==> config.mk <==
export PLATFORM = sky130hd
export DESIGN_NAME = launch_ctrl
export DESIGN_NICKNAME = d
export VERILOG_FILES = /design/src/inc/launch_pkg.sv /design/src/logic/launch_ctrl.sv
export SDC_FILE = /design/constraint.sdc
export NUM_CORES = 1
export LEC_CHECK = 0
export BUFFER_PORTS_ARGS = -buffer_cell sky130_fd_sc_hd__buf_4
export CORE_MARGIN = 3
export CORE_UTILIZATION = 30
export DETAILED_ROUTE_END_ITERATION = 6
export SYNTH_ARGS = -nofsm -noshare
export SYNTH_HDL_FRONTEND = slang
export SYNTH_SLANG_ARGS = --single-unit
==> constraint.sdc <==
create_clock -name clk -period 3.39 [get_ports clk]
set_input_delay 0.339 -clock clk [delete_from_list [all_inputs] [get_ports clk]]
set_output_delay 0.339 -clock clk [all_outputs]
set_load 0.01 [all_outputs]
==> src/inc/launch_pkg.sv <==
// Constants and types shared by the standalone launch control block
`default_nettype none
package launch_pkg;
  localparam int unsigned CLK_HZ          = 20_000_000;      // System clock rate
  localparam int unsigned LONG_HOLD_MS    = 2000;            // Standalone entry hold, 2 seconds
  localparam int unsigned SHORT_HOLD_US   = 1000;            // Job launch hold, 1 ms
  localparam int unsigned BLINK_MS        = 250;             // Blink half period
  localparam int unsigned DEBOUNCE_US     = 100;             // Button debounce time
  localparam int unsigned LONG_HOLD_CYC   = (CLK_HZ / 1000) * LONG_HOLD_MS;
  localparam int unsigned SHORT_HOLD_CYC  = ((CLK_HZ / 1000) * SHORT_HOLD_US + 999) / 1000;
  localparam int unsigned BLINK_CYC       = (CLK_HZ / 1000) * BLINK_MS;
  localparam int unsigned DEBOUNCE_CYC    = ((CLK_HZ / 1000) * DEBOUNCE_US + 999) / 1000;
  localparam int unsigned CNT_W           = 26;              // Wide enough for the longest count
  localparam int unsigned SEL_W           = 6;               // Job select lines
  localparam int unsigned JOB_MAX         = 255;             // Largest job count stored
  localparam logic [7:0]  JOB_RESET       = 8'h00;           // Job latched at reset
  typedef enum logic [1:0] {MODE_IDLE, MODE_STANDALONE, MODE_HOST} mode_type;
  typedef enum logic [1:0] {RUN_READY, RUN_BUSY} run_type;
endpackage : launch_pkg
`default_nettype wire

==> src/logic/launch_ctrl.sv <==
// Standalone mode entry, job launch and status outputs of the programmer
`default_nettype none
module launch_ctrl
  import launch_pkg::*;
#(
  parameter int unsigned LONG_CYC  = LONG_HOLD_CYC,       // Standalone entry hold in cycles
  parameter int unsigned BLINK_HALF = BLINK_CYC           // Blink half period in cycles
) (
  input  wire logic             clk,            // 20 MHz system clock
  input  wire logic             reset_n,        // Async reset, active low
  input  wire logic             standalone_strap, // Strap pin, high means standalone
  input  wire logic             start_n,        // Start pin, active low
  input  wire logic             button_n,       // Start pushbutton, active low
  input  wire logic [SEL_W-1:0] job_sel,        // Job select pins, pulled low off-board
  input  wire logic             host_request,   // Host asks for computer control
  input  wire logic             job_done,       // Job engine finished, one-cycle pulse
  input  wire logic             job_ok,         // Result of finished job, high is pass
  output logic                  job_launch,     // One-cycle launch pulse to job engine
  output logic [7:0]            job_index,      // Job number held while busy
  output logic                  standalone,     // Standalone mode active
  output logic                  pass_n,         // Pass line, active low
  output logic                  busy_n,         // Busy line, active low
  output logic                  fail_n,         // Fail line, active low
  output logic                  led_green,      // Green lamp, high lit
  output logic                  led_yellow,     // Yellow lamp, high lit
  output logic                  led_red         // Red lamp, high lit
);
  //////////////////////////////////////////////////////////////////////////////
  // Input synchronisers
  logic [1:0]       strap_s_q;                  // Strap sync chain
  logic [1:0]       start_s_q;                  // Start pin sync chain
  logic [1:0]       btn_s_q;                    // Button sync chain
  logic [SEL_W-1:0] sel_a_q;                    // Select first stage
  logic [SEL_W-1:0] sel_b_q;                    // Select second stage

  // Two stages before any logic looks at a pin
  always_ff @(posedge clk or negedge reset_n) begin
    if (!reset_n) begin
      strap_s_q <= 2'h0;
      start_s_q <= 2'h3;
      btn_s_q   <= 2'h3;
      sel_a_q   <= 6'h00;
      sel_b_q   <= 6'h00;
    end else begin
      strap_s_q <= {strap_s_q[0], standalone_strap};
      start_s_q <= {start_s_q[0], start_n};
      btn_s_q   <= {btn_s_q[0], button_n};
      sel_a_q   <= job_sel;
      sel_b_q   <= sel_a_q;
    end
  end

  //////////////////////////////////////////////////////////////////////////////
  // Button debounce; contact bounce would fake a release mid-hold
  logic [CNT_W-1:0] deb_q;                      // Stable-level counter
  logic             btn_q;                      // Debounced level, high pressed

  always_ff @(posedge clk or negedge reset_n) begin
    if (!reset_n) begin
      deb_q <= '0;
      btn_q <= 1'b0;
    end else if ((!btn_s_q[1]) == btn_q) begin
      deb_q <= '0;
    end else if (deb_q == CNT_W'(DEBOUNCE_CYC - 1)) begin
      deb_q <= '0;
      btn_q <= !btn_s_q[1];
    end else begin
      deb_q <= deb_q + 1'b1;
    end
  end

  //////////////////////////////////////////////////////////////////////////////
  // Hold timers for the start pin and the button
  logic [CNT_W-1:0] pin_cnt_q;                  // Cycles start pin held low
  logic [CNT_W-1:0] btn_cnt_q;                  // Cycles button held
  logic             pin_low;                    // Synced start pin asserted
  logic             pin_long;                   // Pin hold reached two seconds
  logic             pin_short;                  // Pin hold reached 1 ms
  logic             btn_long;                   // Button hold reached two seconds
  logic             pin_low_q;                  // Pin level last cycle
  logic             btn_prev_q;                 // Button level last cycle

  assign pin_low   = !start_s_q[1];
  assign pin_long  = pin_cnt_q >= CNT_W'(LONG_CYC);
  assign pin_short = pin_cnt_q >= CNT_W'(SHORT_HOLD_CYC);
  assign btn_long  = btn_cnt_q >= CNT_W'(LONG_CYC);

  // Counters saturate so a held line cannot wrap around
  always_ff @(posedge clk or negedge reset_n) begin
    if (!reset_n) begin
      pin_cnt_q <= '0;
      btn_cnt_q <= '0;
    end else begin
      // Stop at all ones, not at the entry hold, so the 1 ms mark stays reachable
      if (!pin_low)
        pin_cnt_q <= '0;
      else if (pin_cnt_q != '1)
        pin_cnt_q <= pin_cnt_q + 1'b1;
      if (!btn_q)
        btn_cnt_q <= '0;
      else if (btn_cnt_q != '1)
        btn_cnt_q <= btn_cnt_q + 1'b1;
    end
  end

  // Edge history for release detection
  always_ff @(posedge clk or negedge reset_n) begin
    if (!reset_n) begin
      pin_low_q  <= 1'b0;
      btn_prev_q <= 1'b0;
    end else begin
      pin_low_q  <= pin_low;
      btn_prev_q <= btn_q;
    end
  end

  //////////////////////////////////////////////////////////////////////////////
  // Mode control
  mode_type mode_q;                             // Operating mode
  run_type  run_q;                              // Job engine state
  logic [1:0] strap_age_q;                      // Edges since reset, strap checked at 2
  logic     entry_hold_q;                       // Press that entered standalone still held
  logic     pin_fire;                           // Pin released after a 1 ms hold
  logic     btn_fire;                           // Button released after a press

  // A launch fires on release, so the press that enters the mode is not also a launch
  // On the release cycle the counter still holds the full hold length
  assign pin_fire = pin_low_q && !pin_low && pin_short && !entry_hold_q;
  assign btn_fire = btn_prev_q && !btn_q && !entry_hold_q;

  always_ff @(posedge clk or negedge reset_n) begin
    if (!reset_n) begin
      mode_q       <= MODE_IDLE;
      strap_age_q  <= 2'h0;
      entry_hold_q <= 1'b0;
    end else begin
      // The strap reaches the second sync stage at the second edge and is checked at the third
      if (strap_age_q != 2'h3)
        strap_age_q <= strap_age_q + 2'h1;
      if (!pin_low && !btn_q)
        entry_hold_q <= 1'b0;
      if (mode_q == MODE_STANDALONE) begin
        if (host_request && run_q == RUN_READY)
          mode_q <= MODE_HOST;
      end else if (strap_age_q == 2'h2 && strap_s_q[1]) begin
        mode_q <= MODE_STANDALONE;
      end else if (pin_long || btn_long) begin
        mode_q       <= MODE_STANDALONE;
        entry_hold_q <= 1'b1;
      end else if (mode_q == MODE_IDLE && host_request) begin
        mode_q <= MODE_HOST;
      end
    end
  end

  //////////////////////////////////////////////////////////////////////////////
  // Job launch and result tracking
  logic    pass_q;                              // Last job passed
  logic    fail_q;                              // Last job failed

  always_ff @(posedge clk or negedge reset_n) begin
    if (!reset_n) begin
      run_q      <= RUN_READY;
      job_launch <= 1'b0;
      job_index  <= JOB_RESET;
      pass_q     <= 1'b0;
      fail_q     <= 1'b0;
    end else begin
      job_launch <= 1'b0;
      unique case (run_q)
        RUN_READY: begin
          if (mode_q == MODE_STANDALONE && (pin_fire || btn_fire)) begin
            run_q      <= RUN_BUSY;
            job_launch <= 1'b1;
            job_index  <= {2'h0, sel_b_q};
            pass_q     <= 1'b0;
            fail_q     <= 1'b0;
          end
        end
        RUN_BUSY: begin
          if (job_done) begin
            run_q  <= RUN_READY;
            pass_q <= job_ok;
            fail_q <= !job_ok;
          end
        end
      endcase
    end
  end

  //////////////////////////////////////////////////////////////////////////////
  // Blink generator
  logic [CNT_W-1:0] blink_cnt_q;                // Half-period counter
  logic             blink_q;                    // Blink phase

  always_ff @(posedge clk or negedge reset_n) begin
    if (!reset_n) begin
      blink_cnt_q <= '0;
      blink_q     <= 1'b0;
    end else if (blink_cnt_q == CNT_W'(BLINK_HALF - 1)) begin
      blink_cnt_q <= '0;
      blink_q     <= !blink_q;
    end else begin
      blink_cnt_q <= blink_cnt_q + 1'b1;
    end
  end

  //////////////////////////////////////////////////////////////////////////////
  // Output registers; blinking stands idle, results take over once a job has run
  logic sa;                                     // Standalone active
  logic busy;                                   // Job running
  logic idle_blink;                             // Idle standalone with no result
  assign sa         = mode_q == MODE_STANDALONE;
  assign busy       = run_q == RUN_BUSY;
  assign idle_blink = sa && !busy && !pass_q && !fail_q;

  always_ff @(posedge clk or negedge reset_n) begin
    if (!reset_n) begin
      standalone <= 1'b0;
      pass_n     <= 1'b1;
      busy_n     <= 1'b1;
      fail_n     <= 1'b1;
      led_green  <= 1'b0;
      led_yellow <= 1'b0;
      led_red    <= 1'b0;
    end else begin
      standalone <= sa;
      pass_n     <= !(sa && pass_q && !busy);
      busy_n     <= !(sa && busy);
      fail_n     <= !(sa && fail_q && !busy);
      led_green  <= (sa && pass_q && !busy) || (idle_blink && blink_q);
      led_yellow <= sa && busy;
      led_red    <= (sa && fail_q && !busy) || (idle_blink && blink_q);
    end
  end
  // Index is eight bits wide, room for every stored job
endmodule : launch_ctrl
`default_nettype wire

==> results.md <==
- FMAX: 385 MHz
- Final Hold Fails: 24
- Vias in the first global route: 4951
- Reg-to-Reg Start: pin_cnt_q[1]$_DFFE_PN0P_
- Worst VDD drop: 0.312 mV
- Crit Path Class: flip-flop to flip-flop
- MaxCap Viol Count: 0
- I/O pins: 30
- Status: finished, violations left
- Synth Register Bits: 148
- First-pass GRT wire length: 23500 um
- Failing checks: negative hold slack
- Setup repair bufs after CTS: 0
- CTS Buf Count: 17
- Die area: 25000 sq um
- Setup TNS Final: 0 ns
- Ys async rst share: 100%
- Initial Util: 30.6%
- Final Setup Violations: 0
- Drt drc: 0
- Main area contributors after synthesis: dfrtp_1 51%, xnor2_1 4.8%, nor2_1 4.7%, xor2_1 4.4%, dfstp_2 2.6%
- Largest net degree at the start of global routing: 89
- CTS-repair resized insts: 0
- Crit end category: flip-flop
- Final GP Congestion: 0.778
- Via density: 4.92
- Hold Crit Class: primary input to async pin
- Fillers: 2279
- Overall power: 3740 uW
- Worst relative slew slack: 41.9%
- DPL Wire Length: 8840 um
- Crit path arrival time: 2.90 ns
- Synth Instances: 676
- Mean routed wirelength per cell: 13.3 um
- Antenna violations before repair: 0
- YS warnings: 0
- Final period util: 76.6%
- H-tree depth: 4
- Share of the synthesized area in the top cell type: 50.7%
- Total global routing overflow: 0
- Worst-Margin Slew: 0.864 ns
- Clock skew after layout: 0.00717 ns
- Most numerous cell in the Yosys netlist: dfrtp_1
- Area grow syn2layout: 15.6%
- TritonCTS clock tree: built
- Initial drt markers: 319
- Worst setup path endpoint: pin_cnt_q[23]$_DFFE_PN0P_
- GRT Util Overall: 11.5%
- Share of cells above drive strength 1: 12.8%
- Number of placement rows: 55
- Reg2reg end: pin_cnt_q[23]$_DFFE_PN0P_
- Critical Path Start Type: flip-flop
- CTS clk-pin slew, worst paths: 0.07 ns
- Via count: 4930
- Reg2reg path depth: 6
- Main synth FF type: dfrtp_1
- RSZ-0062 raised after global routing: no
- Post-synth top area cell: dfrtp_1
- Unique masters post-synth: 61
- DRT Pass-1 Iters: 5
- Antenna viol nets, final: 0
- CTS Sinks: 148
- WP data required: 3.69 ns
- PortBufs: 27
- EDFF count, synth: 0
- Chip Width: 158 um
- Die height: 158 um
- Core area: 22700 sq um
- Min cycle time layout: 2.60 ns
- Fin Hold WS: -0.0285 ns
- Static Leak: 0.00331 uW
- Sequential share of the synthesized area: 53.4%
- Most used cell, CP: or4_1
- CP Launch Point: pin_cnt_q[1]$_DFFE_PN0P_
- Crit path max fanout: 21
- PwrDens: 465 nW/um^2
- Most frequent cells after synthesis: 141 x dfrtp_1, 87 x nor2_1, 44 x nand2_1
- Synth Cell Area: 6960 sq um
- Bufs on Longest Clock Path: 2
- Slew Viols, Final: 0
- NumNets Final: 726
- Ant diodes: 0
- Syn avg cell area: 10.3 sq um
- Worst-path cell with the longest stage delay: or4_1
- WL final: 13400 um
- Root Driver: clkbuf_16
- Hold Buf Count CTS: 0
- R2r setup slk: 0.79 ns
- Slowest stage delay, CP: 0.87 ns
- Worst-Skew Late Latency: 0.42 ns
- CP cell instances: ha_1 -> nand4_1 -> or4_1 -> o311ai_2 -> or4_1 -> a21oi_1
## cells in the final DEF, fill, tap and decap left out, types with 5 or more instances in the layout
cell type / netlist / layout
dfrtp_1: 141 / 141
nor2_1: 87 / 87
nand2_1: 44 / 44
xnor2_1: 38 / 38
xor2_1: 35 / 35
nand3_1: 32 / 32
buf_4: 2 / 32
o21ai_0: 24 / 24
inv_1: 23 / 23
nand4_1: 22 / 22
nor3_1: 20 / 20
a21oi_1: 17 / 17
clkbuf_16: 0 / 17
nor4_1: 16 / 16
and3_1: 13 / 13
nand2b_1: 11 / 11
and4_1: 10 / 10
o2111ai_1: 8 / 8
ha_1: 8 / 8
or3_1: 7 / 7
o211ai_1: 7 / 7
o31ai_1: 7 / 7
dfstp_2: 7 / 7
inv_6: 0 / 7
mux2i_1: 6 / 6
mux2_2: 6 / 6
nor2b_1: 5 / 5
or4_1: 5 / 5
a31oi_1: 5 / 5
o21a_1: 5 / 5
## worst min-delay path by stage
| stage | start | endpoint | depth (start not counted) |
|---|---|---|---|
| global placement | sel_a_q[1]$_DFF_PN0_ | sel_b_q[1]$_DFF_PN0_ | 0 |
| CTS | start_n | start_s_q[0]$_DFF_PN1_ | 1 |
| floorplan | reset_n | blink_cnt_q[0]$_DFF_PN0_ | 0 |
| detailed placement | sel_a_q[1]$_DFF_PN0_ | sel_b_q[1]$_DFF_PN0_ | 0 |
| global route | start_n | start_s_q[0]$_DFF_PN1_ | 1 |
| finish | reset_n | deb_q[20]$_DFF_PN0_ | 1 |
## power breakdown
part,total (uW),switching (uW),internal [uW]
Clock,1860,816,1040
Sequential,1800,11.7,1790
Combinational,82.5,59.2,23.3
## kinds of logic (layout without fill, tap and decap cells)
kind of cell | Yosys count | in the layout | share of synthesized area, %
other cells | 1 | 2 | 0.0539
simple gates | 292 | 292 | 21.8
flops | 148 | 148 | 53.4
mux | 12 | 12 | 1.83
xor+xnor | 73 | 73 | 9.19
fa+ha+maj | 8 | 8 | 1.44
compound gates | 94 | 94 | 9.41
buf+inv | 48 | 88 | 2.86
## sequential cells by signal, summed over array words and instances, names as in the netlist, 2 cells and up
register	cells
blink_cnt_q	26
btn_cnt_q	26
btn_s_q	2
deb_q	26
job_index	6
mode_q	2
pin_cnt_q	26
sel_a_q	6
sel_b_q	6
start_s_q	2
strap_age_q	2
strap_s_q	2
## routing by layer
metal / up-vias / GRT usage (%) / share of wire, %
li1: 2454 / - / -
met1: 2407 / 15.7 / 50
met2: 62 / 17.6 / 45
met3: 7 / 3.10 / 3.3
met4: 0 / 4.26 / 1.0
met5: - / 0 / 0
## per-stage QoR
step                std cells  utilization [%]  cell area, sq um  setup slack, ns
floorplan                 677                -              6960             1.26
global placement          970             32.8              7450            0.942
detailed placement        970             32.8              7450            0.827
CTS                      1002             35.4              8040            0.794
global route             1002             35.4              8040            0.600
finish                   1002             35.4              8040            0.792
## cell type report
cell class	instances	area (sq um)	share of cell area, %
clock inverters	15	161	2.01
multi-input cells	481	3050	37.9
clock buffers	17	425	5.29
repair buffers	33	251	3.13
inverters	23	86.3	1.07
well taps	285	357	4.43
flip-flops and latches	148	3710	46.2
## worst max-delay path, delay by kind of cell (launching register included)
family          cells  cell delay (ns)
compound gates      2             0.59
fa+ha+maj           1             0.21
simple gates        3             1.24
flops               1             0.43
(Power assumes the default switching activity.)
